[config.mk]
export PLATFORM = sky130hd
export DESIGN_NAME = tsr_stop_router
export DESIGN_NICKNAME = d
export VERILOG_FILES = /design/src/tsr_pkg.sv /design/src/tsr_buffer.sv /design/src/tsr_serializer.sv /design/src/tsr_stop_router.sv
export SDC_FILE = /design/constraint.sdc
export NUM_CORES = 1
export LEC_CHECK = 0
export ABC_AREA = 1
export BUFFER_PORTS_ARGS = -buffer_cell sky130_fd_sc_hd__buf_2
export CAP_MARGIN = 20
export CORE_MARGIN = 2
export CORE_UTILIZATION = 35
export DETAILED_ROUTE_END_ITERATION = 10
export PLACE_DENSITY = 0.52
export SYNTH_ARGS = -nofsm -noshare
export SYNTH_HDL_FRONTEND = slang
export SYNTH_SLANG_ARGS = --single-unit
[constraint.sdc]
create_clock -name sys_clk -period 4.8 [get_ports sys_clk]
set_clock_uncertainty 0.2 [all_clocks]
set_input_delay 0 -clock sys_clk [delete_from_list [all_inputs] [get_ports sys_clk]]
set_output_delay 0 -clock sys_clk [all_outputs]
set_load 0.1 [all_outputs]
[src/tsr_pkg.sv]
// How it works
// - Alternating merge: stop A feeds channels in turn.
// - Alternating merge: ready only when both hold results.
// - One short pair, then ordinary spacing before next.
// - Merged channels raise word markers together.
// - Edge-split: rising to A, falling to B.
// - Edge-split: output starts after rise and fall.
// - Index clear returns period counter to zero.
// - Clear held one period; index zero after.
// - Index clear acts only with its pin enable.
// - Stop timed against latest reference edge.
// - Per-channel software enable blocks stop events.
// - One bit selects single-ended inputs; pins still enabled.
// - Stop pin enables also switch output drivers.
// - Word marker covers first 8 bits, MSB first.
// - Word carries reference index, then stop result.
// - Receiver clock looped back; bits tied to it.
// - Serial output runs only when enable bit is 1.
// - Single rate: update on falling returned-clock edge.
// - Double rate: update both edges, common offset.
// - Test pattern: ignore stops, send fixed low bits.
// - Offset code selects -160, 0, +160, +320 ps.
// - Level bit: 0 differential, 1 single-ended.
// - Reference index at most 20 bits.
package tsr_pkg;

    // ----------------------------------------------------------------
    // Field widths and fixed values
    // ----------------------------------------------------------------
    localparam int         IDX_MAX_W   = 20;
    localparam int         RES_MAX_W   = 24;   // Widest stop result or pattern.
    localparam int         WORD_MAX_W  = IDX_MAX_W + RES_MAX_W;
    localparam int         MARK_BITS   = 8;
    localparam int         WIDTH_W     = 5;    // Width field, values 1..24.
    localparam logic [23:0] PAT_INDEX  = 24'hF0CCAA;
    localparam logic [23:0] PAT_RESULT = 24'h0AACF0;

    // Merge modes.
    localparam logic [1:0] MERGE_NONE  = 2'h0;
    localparam logic [1:0] MERGE_ALT   = 2'h1;
    localparam logic [1:0] MERGE_EDGE  = 2'h2;

    // Data-valid offsets in picoseconds, indexed by the offset code.
    localparam int         OFFS_NEG_PS = -160;
    localparam int         OFFS_STEP_PS = 160;

    // Reset values.
    localparam logic       RST_LOW     = 1'b0;

    // Serialiser state codes.
    typedef enum logic [2:0] {
        TSR_IDLE = 3'b001,
        TSR_WAIT = 3'b010,
        TSR_SEND = 3'b100
    } tsr_ser_e;

    // Offset in picoseconds of a code, used by the delay model outside.
    function automatic int tsr_offset_ps(input logic [1:0] code);
        tsr_offset_ps = OFFS_NEG_PS + OFFS_STEP_PS * int'(code);
    endfunction : tsr_offset_ps

endpackage : tsr_pkg

[src/tsr_buffer.sv]
`timescale 1ns/10ps
// ----------------------------------------------------------------
// Two-entry result buffer with valid and ready on both sides
// ----------------------------------------------------------------
module tsr_buffer
    import tsr_pkg::*;
#(
    parameter int WIDTH = WORD_MAX_W
) (
    // Clock and reset.
    input  wire logic             sys_clk,
    input  wire logic             rst_n,
    // Filling side.
    input  wire logic             inValid,
    output logic                  inReady,
    input  wire logic [WIDTH-1:0] inData,
    // Draining side.
    output logic                  outValid,
    input  wire logic             outReady,
    output logic [WIDTH-1:0]      outData
);

    typedef struct packed {
        logic [1:0][WIDTH-1:0] mem;   // Entry 0 is the head.
        logic [1:0]            count; // Words held, 0 to 2.
    } tsr_buf_s;

    tsr_buf_s st;       // Registered state.
    tsr_buf_s next_st;  // Next state.

    // Push and pop in the same cycle keep the count, so a full buffer
    // still accepts while draining; a word offered while full and stalled is lost.
    always_comb begin
        logic push;
        logic pop;
        push    = 1'b0;
        pop     = 1'b0;
        next_st = st;
        pop     = outValid && outReady;
        push    = inValid && (st.count != 2'h2 || pop);
        if (pop) begin
            next_st.mem[0] = st.mem[1];
        end
        if (push) begin
            // Write behind the head after any pop.
            if ((st.count - {1'b0, pop}) == 2'h0) begin
                next_st.mem[0] = inData;
            end else begin
                next_st.mem[1] = inData;
            end
        end
        next_st.count = st.count + {1'b0, push} - {1'b0, pop};
    end

    // State register.
    always_ff @(posedge sys_clk or negedge rst_n) begin
        if (!rst_n) begin
            st <= '0;
        end else begin
            st <= next_st;
        end
    end

    assign inReady  = (st.count != 2'h2);
    assign outValid = (st.count != 2'h0);
    assign outData  = st.mem[0];

endmodule : tsr_buffer

[src/tsr_serializer.sv]
`timescale 1ns/10ps
// ----------------------------------------------------------------
// Per-channel word serialiser, clocked from sampled link edges
// ----------------------------------------------------------------
module tsr_serializer
    import tsr_pkg::*;
(
    // Clock and reset.
    input  wire logic                  sys_clk,
    input  wire logic                  rst_n,
    // Word source.
    input  wire logic                  wordValid,
    output logic                       wordTake,
    input  wire logic [WORD_MAX_W-1:0] word,
    input  wire logic [5:0]            wordBits,
    // Start gate from the merge logic.
    input  wire logic                  startOk,
    // Sampled shift edge of the returned clock.
    input  wire logic                  shiftEdge,
    // Serial pins.
    output logic                       dataOut,
    output logic                       markOut,
    output logic                       busy
);

    typedef struct packed {
        tsr_ser_e              state;
        logic [WORD_MAX_W-1:0] shreg;  // MSB-aligned word being sent.
        logic [5:0]            left;   // Bits still to send.
        logic [5:0]            sent;   // Bits already sent.
        logic                  data;
        logic                  mark;
    } tsr_ser_s;

    tsr_ser_s st;
    tsr_ser_s next_st;

    // Loads a word when allowed, then moves one bit per shift edge.
    always_comb begin
        next_st  = st;
        wordTake = 1'b0;
        unique case (st.state)
            TSR_IDLE: begin
                if (wordValid && startOk) begin
                    wordTake       = 1'b1;
                    next_st.shreg  = word << (6'(WORD_MAX_W) - wordBits);
                    next_st.left   = wordBits;
                    next_st.sent   = 6'h00;
                    next_st.state  = TSR_WAIT;
                end
            end
            TSR_WAIT, TSR_SEND: begin
                if (shiftEdge) begin
                    if (st.left == 6'h00) begin
                        next_st.data  = 1'b0;
                        next_st.mark  = 1'b0;
                        next_st.state = TSR_IDLE;
                    end else begin
                        next_st.data  = st.shreg[WORD_MAX_W-1];
                        next_st.mark  = (st.sent < 6'(MARK_BITS));
                        next_st.shreg = st.shreg << 1;
                        next_st.left  = st.left - 6'h01;
                        next_st.sent  = st.sent + 6'h01;
                        next_st.state = TSR_SEND;
                    end
                end
            end
            default: begin
                next_st = '0;
                next_st.state = TSR_IDLE;
            end
        endcase
    end

    // State register.
    always_ff @(posedge sys_clk or negedge rst_n) begin
        if (!rst_n) begin
            st       <= '0;
            st.state <= TSR_IDLE;
        end else begin
            st <= next_st;
        end
    end

    assign dataOut = st.data;
    assign markOut = st.mark;
    assign busy    = (st.state != TSR_IDLE);

endmodule : tsr_serializer

[src/tsr_stop_router.sv]
`timescale 1ns/10ps
// ----------------------------------------------------------------
// Stop routing and serial result output, top level
// ----------------------------------------------------------------
module tsr_stop_router
    import tsr_pkg::*;
#(
    parameter int STOP_GAP = 2  // Ordinary stop spacing in sys_clk cycles.
) (
    // Clock and reset.
    input  wire logic                 sys_clk,
    input  wire logic                 rst_n,
    // Measurement pins.
    input  wire logic                 stopInputA,
    input  wire logic                 stopInputB,
    input  wire logic                 refClock,
    input  wire logic                 refIndexClear,
    // Configuration bits.
    input  wire logic [1:0]           stopChannelMergeSelect,
    input  wire logic                 indexClearPinOn,
    input  wire logic                 chanASoftOn,
    input  wire logic                 chanBSoftOn,
    input  wire logic                 stopAPinOn,
    input  wire logic                 stopBPinOn,
    input  wire logic                 refclockPinOn,
    input  wire logic                 singleEndedLevels,
    input  wire logic                 serialOutputOn,
    input  wire logic                 doubleRate,
    input  wire logic                 testPatternOn,
    input  wire logic [1:0]           outputValidOffset,
    input  wire logic [WIDTH_W-1:0]   periodCountWidth,
    input  wire logic [WIDTH_W-1:0]   stopResultWidth,
    // Link clock from the receiver.
    input  wire logic                 outputClockIn,
    // Output pins.
    output logic                      outputClockReturn,
    output logic                      serialResultOutA,
    output logic                      serialResultOutB,
    output logic                      wordMarkerA,
    output logic                      wordMarkerB,
    output logic                      driverOnA,
    output logic                      driverOnB,
    output logic                      inputLevelSingle,
    output logic [1:0]                validOffsetCode,
    output logic                      resultsReady
);

    // ----------------------------------------------------------------
    // State
    // ----------------------------------------------------------------
    typedef struct packed {
        logic [1:0]            syncA;    // Two-stage synchronisers, one bit each:
        logic [1:0]            syncB;    // index 0 is the first flip-flop.
        logic [1:0]            syncR;
        logic [1:0]            syncC;
        logic [1:0]            syncL;
        logic                  lastA;
        logic                  lastB;
        logic                  lastR;
        logic                  lastL;
        logic [IDX_MAX_W-1:0]  periodCount;  // Reference periods seen.
        logic [23:0]           phase;        // Cycles since last reference edge.
        logic                  turnB;        // Alternate mode: next goes to B.
        logic [7:0]            gap;          // Spacing hold-off counter.
        logic                  pairOpen;     // First pulse of a pair taken.
        logic                  haveA;        // Result held for merged start.
        logic                  haveB;
        logic                  retClk;
        logic                  dataA;
        logic                  dataB;
        logic                  markA;
        logic                  markB;
        logic                  drvA;
        logic                  drvB;
        logic                  ready;
    } tsr_top_s;

    tsr_top_s st;
    tsr_top_s next_st;

    // Channel paths between the parts.
    logic [WORD_MAX_W-1:0] capA, capB, bufDataA, bufDataB;
    logic                  capValidA, capValidB;
    logic                  bufReadyA, bufReadyB;
    logic                  bufValidA, bufValidB;
    logic                  takeA, takeB;
    logic                  serDataA, serDataB, serMarkA, serMarkB;
    logic                  busyA, busyB;
    logic                  shiftEdge;
    logic                  startA, startB;
    logic [5:0]            wordBits;
    logic                  merged;

    // ----------------------------------------------------------------
    // Helpers
    // ----------------------------------------------------------------
    // Packs index then result, right-aligned, each at its width.
    function automatic logic [WORD_MAX_W-1:0] pack_word(
        input logic [23:0]        idx,
        input logic [23:0]        res,
        input logic [WIDTH_W-1:0] iw,
        input logic [WIDTH_W-1:0] rw
    );
        logic [WORD_MAX_W-1:0] mi;
        logic [WORD_MAX_W-1:0] mr;
        mi = (WORD_MAX_W'(1) << iw) - WORD_MAX_W'(1);
        mr = (WORD_MAX_W'(1) << rw) - WORD_MAX_W'(1);
        pack_word = (((WORD_MAX_W'(idx) & mi) << rw) | (WORD_MAX_W'(res) & mr));
    endfunction : pack_word

    assign merged    = (stopChannelMergeSelect != MERGE_NONE);
    assign wordBits  = 6'(periodCountWidth) + 6'(stopResultWidth);
    // Single rate shifts on the falling returned-clock edge; double rate on both.
    assign shiftEdge = doubleRate ? (st.syncL[1] != st.lastL)
                                  : (st.lastL && !st.syncL[1]);

    // Merged channels start only together, once both words wait.
    assign startA = serialOutputOn && stopAPinOn
                    && (!merged || (bufValidB && !busyB));
    assign startB = serialOutputOn && (merged ? stopAPinOn : stopBPinOn)
                    && (!merged || (bufValidA && !busyA));

    // ----------------------------------------------------------------
    // Stop capture, index counting and merging
    // ----------------------------------------------------------------
    // Edges are found from the second synchroniser stage only.
    always_comb begin
        logic stop_input_a, stop_input_b, refOn, clrOn, riseA, fallA, riseB, refEdge, open;
        logic [23:0] idx;
        logic [23:0] res;
        stop_input_a = 1'b0; stop_input_b = 1'b0; refOn = 1'b0; clrOn = 1'b0;
        riseA = 1'b0; fallA = 1'b0; riseB = 1'b0; refEdge = 1'b0; open = 1'b0;
        idx = 24'h000000; res = 24'h000000;
        next_st   = st;
        capA      = '0;
        capB      = '0;
        capValidA = 1'b0;
        capValidB = 1'b0;
        next_st.syncA = {st.syncA[0], stopInputA};
        next_st.syncB = {st.syncB[0], stopInputB};
        next_st.syncR = {st.syncR[0], refClock};
        next_st.syncC = {st.syncC[0], refIndexClear};
        next_st.syncL = {st.syncL[0], outputClockIn};
        stop_input_a = st.syncA[1] && stopAPinOn;
        stop_input_b = st.syncB[1] && stopBPinOn;
        refOn = st.syncR[1] && refclockPinOn;
        clrOn = st.syncC[1] && indexClearPinOn;
        next_st.lastA = stop_input_a;
        next_st.lastB = stop_input_b;
        next_st.lastR = refOn;
        next_st.lastL = st.syncL[1];
        riseA   = stop_input_a && !st.lastA;
        fallA   = !stop_input_a && st.lastA;
        riseB   = stop_input_b && !st.lastB;
        refEdge = refOn && !st.lastR;
        // Reference counting; clear holds the count at zero.
        if (refEdge) begin
            next_st.phase       = 24'h000000;
            next_st.periodCount = clrOn ? '0 : st.periodCount + 1'b1;
        end else begin
            next_st.phase = st.phase + 24'h000001;
        end
        if (clrOn) begin
            next_st.periodCount = '0;
        end
        idx = testPatternOn ? PAT_INDEX : 24'(st.periodCount);
        res = testPatternOn ? PAT_RESULT : st.phase;
        capA = pack_word(idx, res, periodCountWidth, stopResultWidth);
        capB = capA;
        if (st.gap != 8'h00) begin
            next_st.gap = st.gap - 8'h01;
        end
        open = (st.gap == 8'h00) && !testPatternOn;
        // Test pattern: keep both paths full with the fixed words.
        if (testPatternOn) begin
            capValidA = chanASoftOn;
            capValidB = chanBSoftOn && (stopChannelMergeSelect == MERGE_NONE || merged);
        end else begin
            unique case (stopChannelMergeSelect)
                MERGE_ALT: begin
                    // Stops from input A go to A and B in turn.
                    if (riseA && open) begin
                        if (!st.turnB) begin
                            capValidA = chanASoftOn;
                        end else begin
                            capValidB = chanBSoftOn;
                        end
                        next_st.turnB = !st.turnB;
                        // Short spacing allowed inside a pair only.
                        next_st.pairOpen = !st.pairOpen;
                        next_st.gap      = st.pairOpen ? 8'(STOP_GAP) : 8'h00;
                    end
                end
                MERGE_EDGE: begin
                    if (riseA && open) begin
                        capValidA = chanASoftOn;
                    end
                    if (fallA && open) begin
                        capValidB = chanBSoftOn;
                        next_st.gap = 8'(STOP_GAP);
                    end
                end
                default: begin
                    capValidA = riseA && chanASoftOn;
                    capValidB = riseB && chanBSoftOn;
                end
            endcase
        end
        // Merged readiness flag: both channels hold a waiting word.
        next_st.haveA = bufValidA;
        next_st.haveB = bufValidB;
        next_st.ready = merged ? (bufValidA && bufValidB)
                               : (bufValidA || bufValidB);
        // Pin drivers follow the stop pin enables.
        next_st.drvA   = serialOutputOn && stopAPinOn;
        next_st.drvB   = serialOutputOn && (merged ? stopAPinOn : stopBPinOn);
        next_st.retClk = st.syncL[1];
        next_st.dataA  = next_st.drvA && serDataA;
        next_st.dataB  = next_st.drvB && serDataB;
        next_st.markA  = next_st.drvA && serMarkA;
        next_st.markB  = next_st.drvB && serMarkB;
    end

    // State register.
    always_ff @(posedge sys_clk or negedge rst_n) begin
        if (!rst_n) begin
            st <= '0;
        end else begin
            st <= next_st;
        end
    end

    // ----------------------------------------------------------------
    // Channel buffers and serialisers
    // ----------------------------------------------------------------
    // A full buffer drops a new stop unless a word leaves it that cycle, like a full result store.
    tsr_buffer #(.WIDTH(WORD_MAX_W)) bufA (
        .sys_clk  (sys_clk),
        .rst_n    (rst_n),
        .inValid  (capValidA),
        .inReady  (bufReadyA),
        .inData   (capA),
        .outValid (bufValidA),
        .outReady (takeA),
        .outData  (bufDataA)
    );

    tsr_buffer #(.WIDTH(WORD_MAX_W)) bufB (
        .sys_clk  (sys_clk),
        .rst_n    (rst_n),
        .inValid  (capValidB),
        .inReady  (bufReadyB),
        .inData   (capB),
        .outValid (bufValidB),
        .outReady (takeB),
        .outData  (bufDataB)
    );

    tsr_serializer serA (
        .sys_clk   (sys_clk),
        .rst_n     (rst_n),
        .wordValid (bufValidA),
        .wordTake  (takeA),
        .word      (bufDataA),
        .wordBits  (wordBits),
        .startOk   (startA),
        .shiftEdge (shiftEdge),
        .dataOut   (serDataA),
        .markOut   (serMarkA),
        .busy      (busyA)
    );

    tsr_serializer serB (
        .sys_clk   (sys_clk),
        .rst_n     (rst_n),
        .wordValid (bufValidB),
        .wordTake  (takeB),
        .word      (bufDataB),
        .wordBits  (wordBits),
        .startOk   (startB),
        .shiftEdge (shiftEdge),
        .dataOut   (serDataB),
        .markOut   (serMarkB),
        .busy      (busyB)
    );

    // ----------------------------------------------------------------
    // Outputs
    // ----------------------------------------------------------------
    // Level select and offset code are plain pass-through flops below.
    logic       levelReg;
    logic [1:0] offsReg;
    always_ff @(posedge sys_clk or negedge rst_n) begin
        if (!rst_n) begin
            levelReg <= RST_LOW;
            offsReg  <= 2'h0;
        end else begin
            levelReg <= singleEndedLevels;
            offsReg  <= outputValidOffset;
        end
    end

    assign outputClockReturn = st.retClk;
    assign serialResultOutA  = st.dataA;
    assign serialResultOutB  = st.dataB;
    assign wordMarkerA       = st.markA;
    assign wordMarkerB       = st.markB;
    assign driverOnA         = st.drvA;
    assign driverOnB         = st.drvB;
    assign inputLevelSingle  = levelReg;
    assign validOffsetCode   = offsReg;
    assign resultsReady      = st.ready;

endmodule : tsr_stop_router

==> metrics.csv, run 1 <==
metric;value;unit
start_util;0.353;
via_per_inst;5.27;
rsz0062_at_grt;false;
p_leak;13.4;nW
met1_length;40800;um
ys_warn_count;0;
place_congestion;0.916;
drtAntennaViolNets;0;
slowest_stage;dfstp_2;
syn_to_final_growth;10.9;%
postCtsSetupBuffers;0;
dp_slack;764;ps
dp_cells;4559;
r2r-start;serB.st[58];
highest_layer;met4;
crit_arrival;4110;ps
cts.clk_slew.worst_paths;60;ps
route.detailed.drc;0;
rows;99;
irDropWorstVdd;0.512;mV
avgRoutedWirePerCell;18.3;um
cts_tree;yes;
synth-edff-count;0;
first_pass_iters;5;
htree_levels;2;
core_area;73000;um^2
reg2reg_to;serA.st[7];
antenna_found_initial;0;
drv_slew;0;
path_cells;inv_1 -> nor2_2 -> buf_4 -> inv_2 -> o21ai_2 -> nand3_2 -> a21oi_2 -> nand2_1 -> nand2_2 -> buf_4 -> nand2_1 -> nor2_1 -> inv_1 -> nor2_1 -> o21ai_0 -> a21oi_1;
worstHoldStart;stopResultWidth[0];
clk_latency;610;ps
clock_path_buffers;3;
die_area;75800;um^2
setup_slack;1010;ps
wl;85700;um
grt.total_usage;0.228;
powerDensity;621;nW/um^2
grt_pass1_wl;137000;um
async_flop_share;1.00;
multiInputGateArea;13600;um^2
drive_gt1_frac;0.0906;
cpPeakStageDelay;510;ps
hold_class;primary input to flip-flop;
relSlewSlack;0.200;
wl_met3;3880;um
instances_no_fill;4679;
crit_fanout;44;
hold_viol_final;0;
dr.first_iter.drc_count;2465;
holdPathEnd;serB.st[14];
grt_max_degree;131;
synth_flop_cell;dfrtp_1;
synth.largest_area_cell;dfrtp_1;
setup_viol;0;
overflow;0;
fin_util;0.392;
synthesis.nets;3793;
syn_avg_cell_area;6.90;um^2
status;finished clean;
period_minus_slack;3790;ps
final.fill_count;7844;
synth-seq-cells;380;
antenna_cells;0;
power;17.8;mW
seq_area;9510;um^2
syn_inst;3735;
r2r_slack;1010;ps
grt_pass1_vias;23100;
cp_top_family;simple AND/OR/NAND/NOR gates;
numPortBuffers;41;
fin_nets;3744;
synth.distinct_cells;72;
final.setup.tns;0;ps
cts_sinks;380;
worstSetupPathType;flip-flop to flip-flop;
cp-end-kind;flip-flop;
cap_violations;0;
die_x;275;um
fmaxAchievable;0.264;GHz
num_vias;24700;
ios;42;
dp_hpwl;61500;um
die-height;275;um
cts-buffers-inserted;47;
yosysSeqAreaShare;0.369;
fin_crit_sh;0.790;
tightest_slew;1200;ps
synth_top_area_frac;0.367;
crit_buf_inv;5;
r2r_cells;16;
clockRootBuffer;clkbuf_16;
routed-wl-met2;39200;um
cp.required;5120;ps
min_path_cells;7;
netlist_area;25800;um^2
synth_area_leaders;dfrtp_1, nand2_1, o21ai_0;
startpoint_type;flip-flop;
[metal layers]
metal | vias up | global-route usage
met5 | - | 0
met4 | 0 | 0.0545
met3 | 95 | 0.0251
met2 | 595 | 0.365
met1 | 11700 | 0.328
li1 | 12300 | -
[final cells by class]
type,count,share of cell area
Clock inverter,13,0.00368
Inverter,434,0.0571
Clock buffer,70,0.0481
Sequential cell,380,0.333
Tap cell,959,0.0420
Multi-Input combinational cell,2690,0.477
Timing Repair Buffer,133,0.0399
[report_power, final]
group | internal, mW | leakage, nW | total, mW | switching [mW]
registers | 4.47 | 4.84 | 5.10 | 0.635
clock network | 2.03 | 0.722 | 3.51 | 1.48
logic | 3.04 | 7.84 | 9.16 | 6.12
[how the worst max path moves through the flow]
stage | from | to | slack [ps] | cells past startpoint
global placement | periodCountWidth[0] | serA.st[26] | 770 | 13
floorplan | serA.st[58] | bufB.outData[34] | 1720 | 16
detailed placement | periodCountWidth[0] | serA.st[26] | 760 | 13
global route | serB.st[60] | serA.st[7] | 680 | 17
CTS | serB.st[58] | serA.st[7] | 980 | 16
finish | serB.st[58] | serA.st[7] | 1010 | 16
[stage by stage]
stage / hold WS, ps / area, um^2
after CTS: 28.9 / 28600
final: 73.9 / 28600
after global routing: 106 / 28600
after global placement: -129 / 26700
after detailed placement: -131 / 26700
after floorplan: -496 / 25800
[flip-flops by register name, indices dropped and copies added, names as in the netlist, 2 cells and up]
register         cells
st                  61
serA.st             59
serB.st             59
bufA.st             46
bufB.st             46
bufA.outData        44
bufB.outData        44
next_st              6
validOffsetCode      2
[cell usage in the layout (no fill, tap or decap), types with 36 or more instances in the layout]
master,instances
a2bb2oi_1,54
clkbuf_16,49
nand4_1,51
buf_4,45
nor3_1,46
nor2_1,185
nand2_1,1060
dfrtp_1,378
o21ai_1,57
o211ai_1,91
o21ai_0,428
nand3_1,297
buf_2,40
dlygate4sd3_1,36
inv_1,397
a21oi_1,135
[synthesized netlist by cell type, drive strengths merged (2+ instances only)]
cell,n
nand2,1090
o21ai,504
inv,432
dfrtp,378
nand3,324
nor2,211
a21oi,139
buf,120
clkbuf,111
o211ai,93
nand4,55
a2bb2oi,54
nor3,54
ha,26
a22oi,19
a31oi,16
o22ai,13
xor2,12
nor4,10
mux2i,8
a21boi,6
o21a,6
a211oi,5
o31ai,5
xnor2,5
or2,4
a32oi,3
and3,3
nor3b,3
o22a,3
o32ai,3
a22o,2
clkinv,2
dfstp,2
o221ai,2
o311ai,2
or3,2
[worst reg2reg max path, stage by stage (launching register included)]
cell and delay, ps:
dfstp_2 510, inv_1 50, nor2_2 100, buf_4 210, inv_2 200, o21ai_2 180
nand3_2 210, a21oi_2 320, nand2_1 440, nand2_2 220, buf_4 460, nand2_1 130
nor2_1 140, inv_1 50, nor2_1 100, o21ai_0 80, a21oi_1 130
[cells by family after synthesis]
| logic type | after synthesis | share of synthesized area |
|---|---|---|
| AOI/OAI and AO/OA | 881 | 0.201 |
| xor gates and xnor gates | 17 | 0.00709 |
| adders and majority gates | 27 | 0.0134 |
| buffers and inverters | 665 | 0.105 |
| DFF | 380 | 0.369 |
| muxes | 8 | 0.00311 |
| and+or+nand+nor | 1757 | 0.302 |
[repair_timing]
action                                 in CTS  in global routing
endpoints found under the hold margin     456                  0
resized for setup                           0                  0
hold buffers                               37                  0
(Power assumes the default switching activity.)
==> run 2, diff against run 1 <==
==> constraint.sdc (replaced) <==
create_clock -name sys_clk -period 3.83 [get_ports sys_clk]
set_clock_uncertainty 0.2 [all_clocks]
set_input_delay 0 -clock sys_clk [delete_from_list [all_inputs] [get_ports sys_clk]]
set_output_delay 0 -clock sys_clk [all_outputs]
set_load 0.1 [all_outputs]
==> metrics.csv, run 2 (same netlist as run 1, synthesis figures left out) <==
metric;value;unit
crit_arrival;3850;ps
mostFrequentLayoutCell;nand2_1;
grt_pass1_wl;137000;um
hold_class;primary input to flip-flop;
ios;42;
avgRoutedWirePerCell;18.2;um
drv_slew;0;
r2r_slack;320;ps
grt.total_usage;0.229;
die-height;275;um
rsz0062_at_grt;false;
max_flop_register;st;
cp-end-kind;flip-flop;
min_path_cells;8;
cts.clk_slew.worst_paths;60;ps
route.detailed.drc;0;
path_cells;inv_1 -> nor2_2 -> inv_2 -> o21ai_2 -> nand3_2 -> nor2_4 -> inv_2 -> nand3_1 -> nand3_1 -> dlygate4sd3_1 -> inv_2 -> nand2_2 -> inv_2 -> buf_12 -> nand2_1 -> nand2_1;
finalInstanceArea;29200;um^2
cts-buffers-inserted;48;
powerDensity;783;nW/um^2
grt_pass1_vias;23100;
cp_top_family;simple AND/OR/NAND/NOR gates;
reg.largest.list;st: 61 flops, serA.st: 59 flops, serB.st: 59 flops;
cpMostUsedCell;inv_2;
fin_nets;3785;
p_leak;13.7;nW
reg2reg_to;bufA.st[56];
final.fill_count;7765;
worstHoldStart;stopResultWidth[1];
fmaxAchievable;0.285;GHz
slowest_stage;dlygate4sd3_1;
seq_area;9510;um^2
r2r-start;serB.st[58];
start_util;0.353;
multiInputGateArea;13600;um^2
cp.required;4170;ps
relSlewSlack;0.314;
tightest_slew;1030;ps
via_per_inst;5.20;
cpPeakStageDelay;600;ps
final_cell_mix;nand2_1, o21ai_0, inv_1;
fin_crit_sh;0.917;
irDropWorstVdd;0.643;mV
wl;85800;um
die_x;275;um
cap_violations;0;
status;finished clean;
drtAntennaViolNets;0;
dp_hpwl;62200;um
cts_tree;yes;
core_area;73000;um^2
clk_latency;630;ps
cp_num_cells;16;
drive_gt1_frac;0.102;
crit_fanout;38;
dr.first_iter.drc_count;1990;
first_pass_iters;6;
worstSetupPathType;flip-flop to flip-flop;
largest_reg_flops;61;
place_congestion;0.925;
place_area;27100;um^2
antenna_found_initial;0;
period_minus_slack;3510;ps
clock_path_buffers;3;
rows;99;
grt_max_degree;95;
setup_viol;0;
hold_viol_final;0;
final.setup.tns;0;ps
cts_sinks;380;
r2r_cells;16;
htree_levels;2;
antenna_cells;0;
clockRootBuffer;clkbuf_16;
die_area;75800;um^2
num_vias;24500;
overflow;0;
crit_buf_inv;7;
syn_to_final_growth;13.1;%
numPortBuffers;41;
startpoint_type;flip-flop;
holdPathEnd;bufB.outData[37];
## run 2: report_power, final
| group | switching (mW) | internal (mW) | leakage [nW] |
|---|---|---|---|
| sequential | 0.794 | 5.60 | 4.84 |
| clock | 1.99 | 2.72 | 0.779 |
| combinational | 7.68 | 4.04 | 8.07 |
| total | 10.5 | 12.4 | 13.7 |
## run 2: worst max path at each step
stage               slack (ps)                to                start
floorplan                  750  bufB.outData[34]          serA.st[58]
global placement           390       serA.st[43]  periodCountWidth[0]
detailed placement         350       serB.st[57]  periodCountWidth[0]
CTS                        270       bufA.st[71]          serB.st[58]
global route               110       bufA.st[73]          serB.st[58]
finish                     320       bufA.st[56]          serB.st[58]
## run 2: stage by stage
stage                      util  hold WS [ps]  std cells  setup slack [ps]  power, mW
after floorplan               -          -496       3735               748       14.5
after global placement    0.372         -91.1       4596               394       18.0
after detailed placement  0.372         -90.4       4596               349       18.0
after CTS                 0.399          39.6       4721               268       22.9
after global routing      0.400           140       4722               110       24.7
final                     0.400          60.8       4722               318       22.8
## run 2: area by class of cell
type | instances | area share
Multi-Input combinational cell | 2690 | 0.468
Sequential cell | 380 | 0.326
Inverter | 434 | 0.0560
Timing Repair Buffer | 173 | 0.0535
Clock buffer | 71 | 0.0486
Tap cell | 959 | 0.0412
Clock inverter | 15 | 0.00691
## run 2: routing by layer
layer	up-vias	wire length, um	global-route usage	part of all wire
met1	11500	41100	0.330	0.48
met3	108	3660	0.0221	0.043
li1	12300	-	-	-
met4	0	1960	0.0563	0.023
met2	558	39000	0.368	0.46
met5	-	0	0	0
## run 2: worst register-to-register path, delay by kind of cell, from the launching register on
kind                   cells  cell delay [ps]
AOI/OAI and AO/OA          1              110
and+or+nand+nor            8             1390
buffers and inverters      7             1200
DFF                        1              520
## run 2: timing repair
action | 4_1_cts | 5_1_grt
buffers inserted | 0 | 0
endpoints found under the setup margin | 0 | 2
hold endpoints to repair | 489 | 0
gates resized for setup | 0 | 2
hold buffers | 39 | 0
